<file path="src/hw/pllsd_pkg.sv">
// Shared constants for the serial-programmed PLL divider block
`default_nettype none
package pllsd_pkg;
   // ----------------------------------------
   // Serial frame and latch layout
   // ----------------------------------------
   localparam int SHIFT_W = 19;
   localparam int REF_SHIFT_W = 16;
   localparam int REF_LATCH_W = 15;
   localparam int MAIN_LATCH_W = 18;
   localparam int REF_CNT_W = 14;
   localparam int SWALLOW_W = 7;
   localparam int MAIN_CNT_W = 11;
   localparam int PRESC_W = 8;
   localparam int CTRL_BIT_POS = 0;
   localparam int REF_CNT_LSB = 1;
   localparam int RATIO_SEL_POS = 15;
   localparam int SWALLOW_LSB = 1;
   localparam int MAIN_CNT_LSB = 8;
   localparam int REF_LATCH_SEL_POS = 14;
   localparam int MAIN_LATCH_N_LSB = 7;
   localparam logic [REF_LATCH_W-1:0] REF_LATCH_RST = 15'h4008;
   localparam logic [MAIN_LATCH_W-1:0] MAIN_LATCH_RST = 18'h0_0800;
   localparam logic [REF_CNT_W-1:0] REF_CNT_MIN = 14'h0008;
   localparam logic [MAIN_CNT_W-1:0] MAIN_CNT_MIN = 11'h010;
   localparam logic [PRESC_W-1:0] PRESC_BASE_HI = 8'h40;
   localparam logic [PRESC_W-1:0] PRESC_BASE_LO = 8'h80;
   // ----------------------------------------
   // APB register map
   // ----------------------------------------
   localparam int APB_AW = 12;
   localparam logic [APB_AW-1:0] CTRL_OFS = 12'h000;
   localparam logic [APB_AW-1:0] REF_OFS = 12'h004;
   localparam logic [APB_AW-1:0] MAIN_OFS = 12'h008;
   localparam logic [APB_AW-1:0] STATUS_OFS = 12'h00c;
   localparam logic [APB_AW-1:0] SHIFT_OFS = 12'h010;
   localparam int CTRL_RUN_POS = 0;
   localparam logic CTRL_RUN_RST = 1'b1;
   localparam int STAT_LOCK_POS = 0;
   localparam int STAT_STROBE_POS = 1;
   localparam int STAT_POL_POS = 2;
   localparam int STAT_BAD_POS = 3;
endpackage
`default_nettype wire

</file>
<file path="src/hw/pllsd_divider.sv">
// Programmable pulse divider used as the reference counter
`default_nettype none
module pllsd_divider #(
   parameter int W = pllsd_pkg::REF_CNT_W
) (
   input wire logic pclk,
   input wire logic presetn,
   input wire logic ce,
   input wire logic tick,
   input wire logic [W-1:0] ratio,
   output logic pulse_o
);
   typedef struct packed {
      logic [W-1:0] cnt;
      logic pulse;
   } pllsd_div_s;

   pllsd_div_s st_r;
   pllsd_div_s st_nxt;
   logic wrap;

   assign wrap = st_r.cnt >= (ratio - W'(1));

   always_comb begin
      st_nxt = st_r;
      st_nxt.pulse = 1'b0;
      if (tick) begin
         if (wrap) begin
            st_nxt.cnt = '0;
            st_nxt.pulse = 1'b1;
         end else begin
            st_nxt.cnt = st_r.cnt + W'(1);
         end
      end
   end

   always_ff @(posedge pclk or negedge presetn) begin
      if (!presetn) begin
         st_r <= '0;
      end else if (ce) begin
         st_r <= st_nxt;
      end
   end

   assign pulse_o = st_r.pulse;
endmodule // pllsd_divider
`default_nettype wire

</file>
<file path="src/hw/pllsd_phase_det.sv">
// Phase-frequency comparator with selectable polarity
`default_nettype none
module pllsd_phase_det (
   input wire logic pclk,
   input wire logic presetn,
   input wire logic ce,
   input wire logic ref_pulse,
   input wire logic vco_pulse,
   input wire logic pol_normal,
   output logic pump_up,
   output logic pump_down
);
   typedef struct packed {
      logic ref_ahead;
      logic vco_ahead;
      logic up;
      logic down;
   } pllsd_pd_s;

   pllsd_pd_s st_r;
   pllsd_pd_s st_nxt;

   always_comb begin
      st_nxt = st_r;
      st_nxt.ref_ahead = st_r.ref_ahead || ref_pulse;
      st_nxt.vco_ahead = st_r.vco_ahead || vco_pulse;
      if (st_nxt.ref_ahead && st_nxt.vco_ahead) begin
         st_nxt.ref_ahead = 1'b0;
         st_nxt.vco_ahead = 1'b0;
      end
      // Low polarity select swaps pump sense
      st_nxt.up = pol_normal ? st_nxt.ref_ahead : st_nxt.vco_ahead;
      st_nxt.down = pol_normal ? st_nxt.vco_ahead : st_nxt.ref_ahead;
   end

   always_ff @(posedge pclk or negedge presetn) begin
      if (!presetn) begin
         st_r <= '0;
      end else if (ce) begin
         st_r <= st_nxt;
      end
   end

   assign pump_up = st_r.up;
   assign pump_down = st_r.down;
endmodule // pllsd_phase_det
`default_nettype wire

</file>
<file path="src/hw/pllsd_top.sv">
// PLL serial programming, dividers, phase compare and APB status
// ----------------------------------------
// Summary of operation
// - Each shift clock rising edge shifts serial data into 19- and 16-bit registers.
// - Last frame bit is a control bit choosing the destination latch.
// - Control high and strobe high copy frame into 15-bit reference latch.
// - Control low and strobe high copy frame into 18-bit main latch.
// - Strobe has pull-up; undriven strobe acts as high and transfers.
// - Fast-lock output is high impedance, following pump while strobe high.
// - Lock detect high, low while reference and VCO phases differ.
// - Polarity select has pull-up; low inverts comparator and pump sense.
// - Monitor output shows divided reference or divided VCO per polarity select.
// - Swallow counter is 7 bits, counts 0 to 127.
// - Main counter is 11 bits, counts 16 to 2047.
// - Reference counter is 14 bits, counts 8 to 16383.
// - One latched ratio bit picks prescaler 64/65 or 128/129.
// - Ratio bit high gives base modulus 64, low gives 128.
// - Main frame bits 1-7 set swallow count, 8-18 main count.
// - VCO division totals modulus times main plus swallow; swallow below main.
// ----------------------------------------
//
// Added by the designer: the register addresses and the APB interface to the registers.
`default_nettype none
module pllsd_top (
   input wire logic pclk,
   input wire logic presetn,
   input wire logic ce,
   input wire logic psel,
   input wire logic penable,
   input wire logic pwrite,
   input wire logic [pllsd_pkg::APB_AW-1:0] paddr,
   input wire logic [31:0] pwdata,
   output logic [31:0] prdata,
   output logic pready,
   output logic pslverr,
   input wire logic serial_data,
   input wire logic shift_clk,
   input wire logic latch_transfer_strobe,
   input wire logic latch_transfer_strobe_drv,
   input wire logic phase_polarity_select,
   input wire logic phase_polarity_select_drv,
   input wire logic osc_tick,
   input wire logic vco_tick,
   output logic lock_detect_out,
   output logic fast_lock_switch_out_o,
   output logic fast_lock_switch_out_oe,
   output logic divider_monitor_out,
   output logic charge_pump_o,
   output logic charge_pump_oe,
   output logic phase_ref_out,
   output logic phase_vco_out_o,
   output logic phase_vco_out_oe
);
   typedef struct packed {
      logic sck_q;
      logic [pllsd_pkg::SHIFT_W-1:0] sh;
      logic [pllsd_pkg::REF_LATCH_W-1:0] ref_latch;
      logic [pllsd_pkg::MAIN_LATCH_W-1:0] main_latch;
      logic [pllsd_pkg::PRESC_W-1:0] presc_cnt;
      logic [pllsd_pkg::SWALLOW_W-1:0] swal_cnt;
      logic [pllsd_pkg::MAIN_CNT_W-1:0] main_cnt;
      logic divided_vco;
      logic run;
      logic lock;
      logic fl_o;
      logic fl_oe;
      logic cp_o;
      logic cp_oe;
      logic phr;
      logic php_oe;
      logic mon;
      logic rd_vld;
      logic [31:0] rdata;
      logic err;
   } pllsd_top_s;

   pllsd_top_s st_r;
   pllsd_top_s st_nxt;

   logic strobe_lvl;
   logic pol_lvl;
   logic sck_rise;
   logic ratio_sel;
   logic [pllsd_pkg::REF_CNT_W-1:0] ref_ratio;
   logic [pllsd_pkg::SWALLOW_W-1:0] swallow_ratio;
   logic [pllsd_pkg::MAIN_CNT_W-1:0] main_ratio;
   logic [pllsd_pkg::PRESC_W-1:0] presc_base;
   logic [pllsd_pkg::PRESC_W-1:0] modulus;
   logic swal_active;
   logic divided_reference;
   logic pd_up;
   logic pd_down;
   logic setting_bad;
   logic apb_done;
   logic addr_hit;
   logic [31:0] rd_mux;

   // ----------------------------------------
   // Pin levels and latch fields
   // ----------------------------------------
   // Undriven pins resolve high through the pull-ups
   assign strobe_lvl = latch_transfer_strobe_drv ? latch_transfer_strobe : 1'b1;
   assign pol_lvl = phase_polarity_select_drv ? phase_polarity_select : 1'b1;
   assign sck_rise = shift_clk && !st_r.sck_q;
   assign ratio_sel = st_r.ref_latch[pllsd_pkg::REF_LATCH_SEL_POS];
   assign ref_ratio = st_r.ref_latch[pllsd_pkg::REF_CNT_W-1:0];
   assign swallow_ratio = st_r.main_latch[pllsd_pkg::SWALLOW_W-1:0];
   assign main_ratio = st_r.main_latch[pllsd_pkg::MAIN_LATCH_W-1:pllsd_pkg::MAIN_LATCH_N_LSB];
   assign presc_base = ratio_sel ? pllsd_pkg::PRESC_BASE_HI : pllsd_pkg::PRESC_BASE_LO;
   assign swal_active = st_r.swal_cnt < swallow_ratio;
   assign modulus = presc_base + {{(pllsd_pkg::PRESC_W-1){1'b0}}, swal_active};
   assign setting_bad = (ref_ratio < pllsd_pkg::REF_CNT_MIN) || (main_ratio < pllsd_pkg::MAIN_CNT_MIN)
      || ({4'h0, swallow_ratio} >= main_ratio);

   // ----------------------------------------
   // Reference counter and phase comparator
   // ----------------------------------------
   pllsd_divider #(
      .W(pllsd_pkg::REF_CNT_W)
   ) u_ref_div (
      .pclk(pclk),
      .presetn(presetn),
      .ce(ce),
      .tick(osc_tick && st_r.run),
      .ratio(ref_ratio),
      .pulse_o(divided_reference)
   );

   pllsd_phase_det u_phase_det (
      .pclk(pclk),
      .presetn(presetn),
      .ce(ce),
      .ref_pulse(divided_reference),
      .vco_pulse(st_r.divided_vco),
      .pol_normal(pol_lvl),
      .pump_up(pd_up),
      .pump_down(pd_down)
   );

   // ----------------------------------------
   // APB decode
   // ----------------------------------------
   assign pready = psel && penable && st_r.rd_vld && ce;
   assign apb_done = pready;

   always_comb begin
      rd_mux = 32'h0000_0000;
      addr_hit = 1'b1;
      case ({paddr[pllsd_pkg::APB_AW-1:2], 2'b00})
         pllsd_pkg::CTRL_OFS: begin
            rd_mux[pllsd_pkg::CTRL_RUN_POS] = st_r.run;
         end
         pllsd_pkg::REF_OFS: begin
            rd_mux[pllsd_pkg::REF_LATCH_W-1:0] = st_r.ref_latch;
         end
         pllsd_pkg::MAIN_OFS: begin
            rd_mux[pllsd_pkg::MAIN_LATCH_W-1:0] = st_r.main_latch;
         end
         pllsd_pkg::STATUS_OFS: begin
            rd_mux[pllsd_pkg::STAT_LOCK_POS] = st_r.lock;
            rd_mux[pllsd_pkg::STAT_STROBE_POS] = strobe_lvl;
            rd_mux[pllsd_pkg::STAT_POL_POS] = pol_lvl;
            rd_mux[pllsd_pkg::STAT_BAD_POS] = setting_bad;
         end
         pllsd_pkg::SHIFT_OFS: begin
            rd_mux[pllsd_pkg::SHIFT_W-1:0] = st_r.sh;
         end
         default: begin
            addr_hit = 1'b0;
         end
      endcase
   end

   // ----------------------------------------
   // Next state
   // ----------------------------------------
   always_comb begin
      st_nxt = st_r;
      st_nxt.sck_q = shift_clk;
      // Both shift registers share one chain; the low 16 bits form the reference one
      if (sck_rise) begin
         st_nxt.sh = {st_r.sh[pllsd_pkg::SHIFT_W-2:0], serial_data};
      end
      // Latches stay transparent while the strobe is high
      if (strobe_lvl) begin
         if (st_r.sh[pllsd_pkg::CTRL_BIT_POS]) begin
            st_nxt.ref_latch = st_r.sh[pllsd_pkg::RATIO_SEL_POS:pllsd_pkg::REF_CNT_LSB];
         end else begin
            st_nxt.main_latch = st_r.sh[pllsd_pkg::SHIFT_W-1:pllsd_pkg::SWALLOW_LSB];
         end
      end
      // Pulse swallow: modulus+1 for the first A prescaler cycles, then modulus
      st_nxt.divided_vco = 1'b0;
      if (st_r.run && vco_tick) begin
         if (st_r.presc_cnt >= modulus - 8'h01) begin
            st_nxt.presc_cnt = '0;
            if (swal_active) begin
               st_nxt.swal_cnt = st_r.swal_cnt + 7'h01;
            end
            if (st_r.main_cnt >= main_ratio - 11'h001) begin
               st_nxt.main_cnt = '0;
               st_nxt.swal_cnt = '0;
               st_nxt.divided_vco = 1'b1;
            end else begin
               st_nxt.main_cnt = st_r.main_cnt + 11'h001;
            end
         end else begin
            st_nxt.presc_cnt = st_r.presc_cnt + 8'h01;
         end
      end
      // Pump, lock and pin drivers
      st_nxt.lock = !(pd_up || pd_down);
      st_nxt.cp_oe = pd_up || pd_down;
      st_nxt.cp_o = pd_up;
      st_nxt.phr = pd_down;
      st_nxt.php_oe = pd_up;
      st_nxt.fl_oe = strobe_lvl && (pd_up || pd_down);
      st_nxt.fl_o = pd_up;
      st_nxt.mon = pol_lvl ? divided_reference : st_r.divided_vco;
      // APB: read data captured in setup, write taken at the access edge
      if (psel && !penable) begin
         st_nxt.rd_vld = 1'b1;
         st_nxt.rdata = rd_mux;
         st_nxt.err = !addr_hit;
      end else if (apb_done) begin
         st_nxt.rd_vld = 1'b0;
      end
      if (apb_done && pwrite && addr_hit
          && {paddr[pllsd_pkg::APB_AW-1:2], 2'b00} == pllsd_pkg::CTRL_OFS) begin
         st_nxt.run = pwdata[pllsd_pkg::CTRL_RUN_POS];
      end
   end

   always_ff @(posedge pclk or negedge presetn) begin
      if (!presetn) begin
         st_r <= '0;
         st_r.ref_latch <= pllsd_pkg::REF_LATCH_RST;
         st_r.main_latch <= pllsd_pkg::MAIN_LATCH_RST;
         st_r.run <= pllsd_pkg::CTRL_RUN_RST;
         st_r.lock <= 1'b1;
      end else if (ce) begin
         st_r <= st_nxt;
      end
   end

   // ----------------------------------------
   // Outputs
   // ----------------------------------------
   assign prdata = st_r.rdata;
   assign pslverr = st_r.err;
   assign lock_detect_out = st_r.lock;
   assign fast_lock_switch_out_o = st_r.fl_o;
   assign fast_lock_switch_out_oe = st_r.fl_oe;
   assign divider_monitor_out = st_r.mon;
   assign charge_pump_o = st_r.cp_o;
   assign charge_pump_oe = st_r.cp_oe;
   assign phase_ref_out = st_r.phr;
   assign phase_vco_out_o = 1'b0;
   assign phase_vco_out_oe = st_r.php_oe;
endmodule // pllsd_top
`default_nettype wire

</file>
<file path="config.mk">
export PLATFORM = sky130hd
export DESIGN_NAME = pllsd_top
export DESIGN_NICKNAME = d
export VERILOG_FILES = /design/src/hw/pllsd_pkg.sv /design/src/hw/pllsd_divider.sv /design/src/hw/pllsd_phase_det.sv /design/src/hw/pllsd_top.sv
export SDC_FILE = /design/constraint.sdc
export NUM_CORES = 1
export LEC_CHECK = 0
export BUFFER_PORTS_ARGS = -buffer_cell sky130_fd_sc_hd__buf_2
export CELL_PAD_IN_SITES_DETAIL_PLACEMENT = 1
export CELL_PAD_IN_SITES_GLOBAL_PLACEMENT = 1
export CORE_MARGIN = 2
export CORE_UTILIZATION = 35
export CTS_CLUSTER_DIAMETER = 40
export CTS_CLUSTER_SIZE = 24
export DETAILED_ROUTE_END_ITERATION = 16
export HOLD_SLACK_MARGIN = 0.06
export MAX_ROUTING_LAYER = met4
export PLACE_DENSITY = 0.67
export SYNTH_ARGS = -nofsm -noshare
export SYNTH_HDL_FRONTEND = slang
export SYNTH_SLANG_ARGS = --single-unit
</file>
<file path="constraint.sdc">
create_clock -name pclk -period 5.03 [get_ports pclk]
set_input_delay 0.7545 -clock pclk [delete_from_list [all_inputs] [get_ports pclk]]
set_output_delay 0.7545 -clock pclk [all_outputs]
set_load 0.02 [all_outputs]
</file>
==> results.tsv <==
metric	value	unit
outcome	finished, final reports clean	
HP Class	primary input to asynchronous set/reset pin	
Worst EP arrival	4260	ps
leakage	0.00391	uW
post-synthesis mux area share	0.0654	
Die Ht	149	um
Initial Utilization	0.355	
maximum clock frequency	255	MHz
minimum clock period	3930	ps
IO Pins	101	
Ys Warns	0	
CTS resizes	0	
post-synthesis simple-gate area fraction	0.166	
clk_lat worst skew	420	ps
largest family of logic cells by synthesized area	simple AND/OR/NAND/NOR gates	
WS Path Type	flop to flop	
remaining routing DRC violations	0	
Setup Viol. Count Final	0	
Synth Area per Inst	9.79	um2
port buffer count	53	
Root Driver	clkbuf_16	
Final Hold Fails	0	
DRT iter0 DRCs	314	
Critical Path End Type	flop	
Crit Path Max Fanout	9	
antenna viol nets, final	0	
prevailing post-synth register cell	dfrtp_1	
first-pass iteration count of the detailed router	4	
crit start category	flop	
Slew Limit Headroom	0.301	
vias in the first global route	5876	
post-synthesis adder-cell area fraction	0.0895	
via count	5611	
Peak VDD IR	0.227	mV
ys async rst share	1.00	
period utilisation layout	0.781	
Post-CTS Setup Bufs	0	
final WL	18200	um
Clock Skews	10.6	ps
Mapped Cells	757	
Core Util, Final	0.401	
Worst Path Required	5370	ps
clock sinks	127	
global route total overflow	0	
hold_buf cts	0	
total core area	20900	um2
Yosys reg bits	127	
GP Congestion	0.778	
row count	53	
Clock Path Buffers	2	
n_diodes	0	
Global Route Usage Sum	0.181	
pwr/cell area	445	nW/um2
Total Nets Final	903	
area delta synth->final	13.0	%
antenna violations before repair	0	
actual slew at the worst max-slew pin	1050	ps
post-synthesis compound-gate area fraction	0.139	
XOR/XNOR Fraction of Synth Area	0.0426	
fin. max-slew vios	0	
EDFF count, synth	0	
Wirelength per Cell	16.9	um
Max Cap Viol	0	
Cell variety after synth	64	
RSZ-0062 raised after global routing	no	
CTS tree	yes	
Post-Syn Area	7410	um2
die area	22300	um2
first-pass GRT wire length	30600	um
clock-pin slew on the worst setup and hold paths	60	ps
layout cells sized above 1	0.186	
largest net degree at the start of global routing	89	
dpl hpwl	13000	um
final setup TNS	0	ps
reg-to-reg setup timing slack	1100	ps
post-synthesis sequential area ratio	0.430	
Num CTS Buffers	17	
H-tree depth	4	
vias per cell	5.20	
die width	149	um
==> per-stage QoR <==
stage | area, um2 | hold WS, ps | setup WS (ps) | power (uW) | cells
2_1_floorplan | 7460 | 440 | 1640 | 2130 | 770
3_3_place_gp | 7750 | 463 | 1060 | 2420 | 1048
3_5_place_dp | 7750 | 473 | 1060 | 2450 | 1048
4_1_cts | 8370 | 442 | 1020 | 3780 | 1080
5_1_grt | 8370 | 472 | 730 | 4000 | 1080
6_report | 8370 | 401 | 1100 | 3720 | 1080
==> metal layers <==
metal / vias up / track usage / wire, um
li1: 2735 / - / -
met1: 2814 / 0.226 / 8570
met2: 53 / 0.300 / 9020
met3: 9 / 0.0332 / 477
met4: 0 / 0.0543 / 142
met5: - / - / 0
==> worst max-delay path: stages (launching register included) <==
cell and delay (ps):
dfrtp_1 410, inv_1 80, ha_1 290, a21o_1 180, a31oi_1 140, o21a_1 320, buf_4 220, inv_1 60
ha_1 260, nand2b_1 90, a2111oi_0 110, o31ai_2 490, nand2b_1 350, buf_4 270, or4_1 490, o21ai_0 80
==> layout make-up <==
cell class              count  area [um2]
multi-input cells         554        3780
repair buffers             60         324
well taps                 275         344
clock buffers              19         453
fillers                  2387       12500
clock inverters            13         163
inverters                  32         120
flip-flops and latches    127        3180
==> final timing paths <==
kind | startpoint | cells after the start | to
max | st_r[72] | 15 | st_r[54]
min | presetn | 1 | u_ref_div.st_r[3]
max reg2reg | st_r[72] | 15 | st_r[54]
min reg2reg | prdata[2] | 2 | prdata[2]
max in group asynchronous | presetn | 2 | ref_ratio[3]
min in group pclk | prdata[2] | 2 | prdata[2]
==> synth_stat cells (all sizes together), types with 3 or more instances <==
| cell type | number | area, um2 |
|---|---|---|
| ha | 53 | 663 |
| nand2 | 71 | 267 |
| and3 | 12 | 75.1 |
| a221oi | 6 | 52.6 |
| o31ai | 4 | 35.0 |
| a21o | 8 | 60.1 |
| nor4 | 4 | 25.0 |
| buf | 42 | 318 |
| or3 | 4 | 25.0 |
| nand3 | 34 | 170 |
| a31oi | 5 | 31.3 |
| o211ai | 3 | 22.5 |
| xor2 | 10 | 87.6 |
| dfrtp | 122 | 3050 |
| mux2 | 43 | 484 |
| o21a | 4 | 30.0 |
| nor2 | 59 | 221 |
| o21ai | 53 | 269 |
| or4 | 7 | 56.3 |
| inv | 32 | 120 |
| clkbuf | 15 | 57.6 |
| o22ai | 3 | 18.8 |
| xnor2 | 26 | 228 |
| a21oi | 33 | 169 |
| a211oi | 4 | 30.0 |
| nand4 | 13 | 81.3 |
| a22o | 16 | 149 |
| dfstp | 5 | 131 |
| nor3 | 12 | 71.3 |
| a222oi | 4 | 40.0 |
| nor2b | 14 | 87.6 |
| nand2b | 8 | 50.1 |
==> report_power, final <==
group | leakage (uW) | switching [uW] | internal (uW)
Combinational | 0.00198 | 633 | 480
Sequential | 0.00165 | 168 | 1150
Clock | 0.000284 | 489 | 805
Total | 0.00391 | 1290 | 2430
==> cells by family after synthesis <==
group	Yosys count
fa+ha+maj	53
mux	43
xor+xnor	36
compound gates	157
other cells	1
simple gates	251
flops	127
buf+inv	89
==> registers in the layout (all words and copies together) (netlist names), 2 cells and up <==
register and cells:
ref_ratio 14, main_ratio 11, st_r 56, u_ref_div.st_r 14, prdata 19, u_phase_det.st_r 2
==> layout by cell type, fill, tap and decap left out, drive strengths merged, types with 13 or more instances in the layout <==
cell	n
buf	60
inv	33
o21ai	53
conb	14
nor2b	14
nand3	34
a21oi	33
mux2	43
ha	53
nor2	59
clkbuf	19
xnor2	26
dfrtp	122
nand4	13
a22o	16
nand2	71
(Power assumes the default switching activity.)
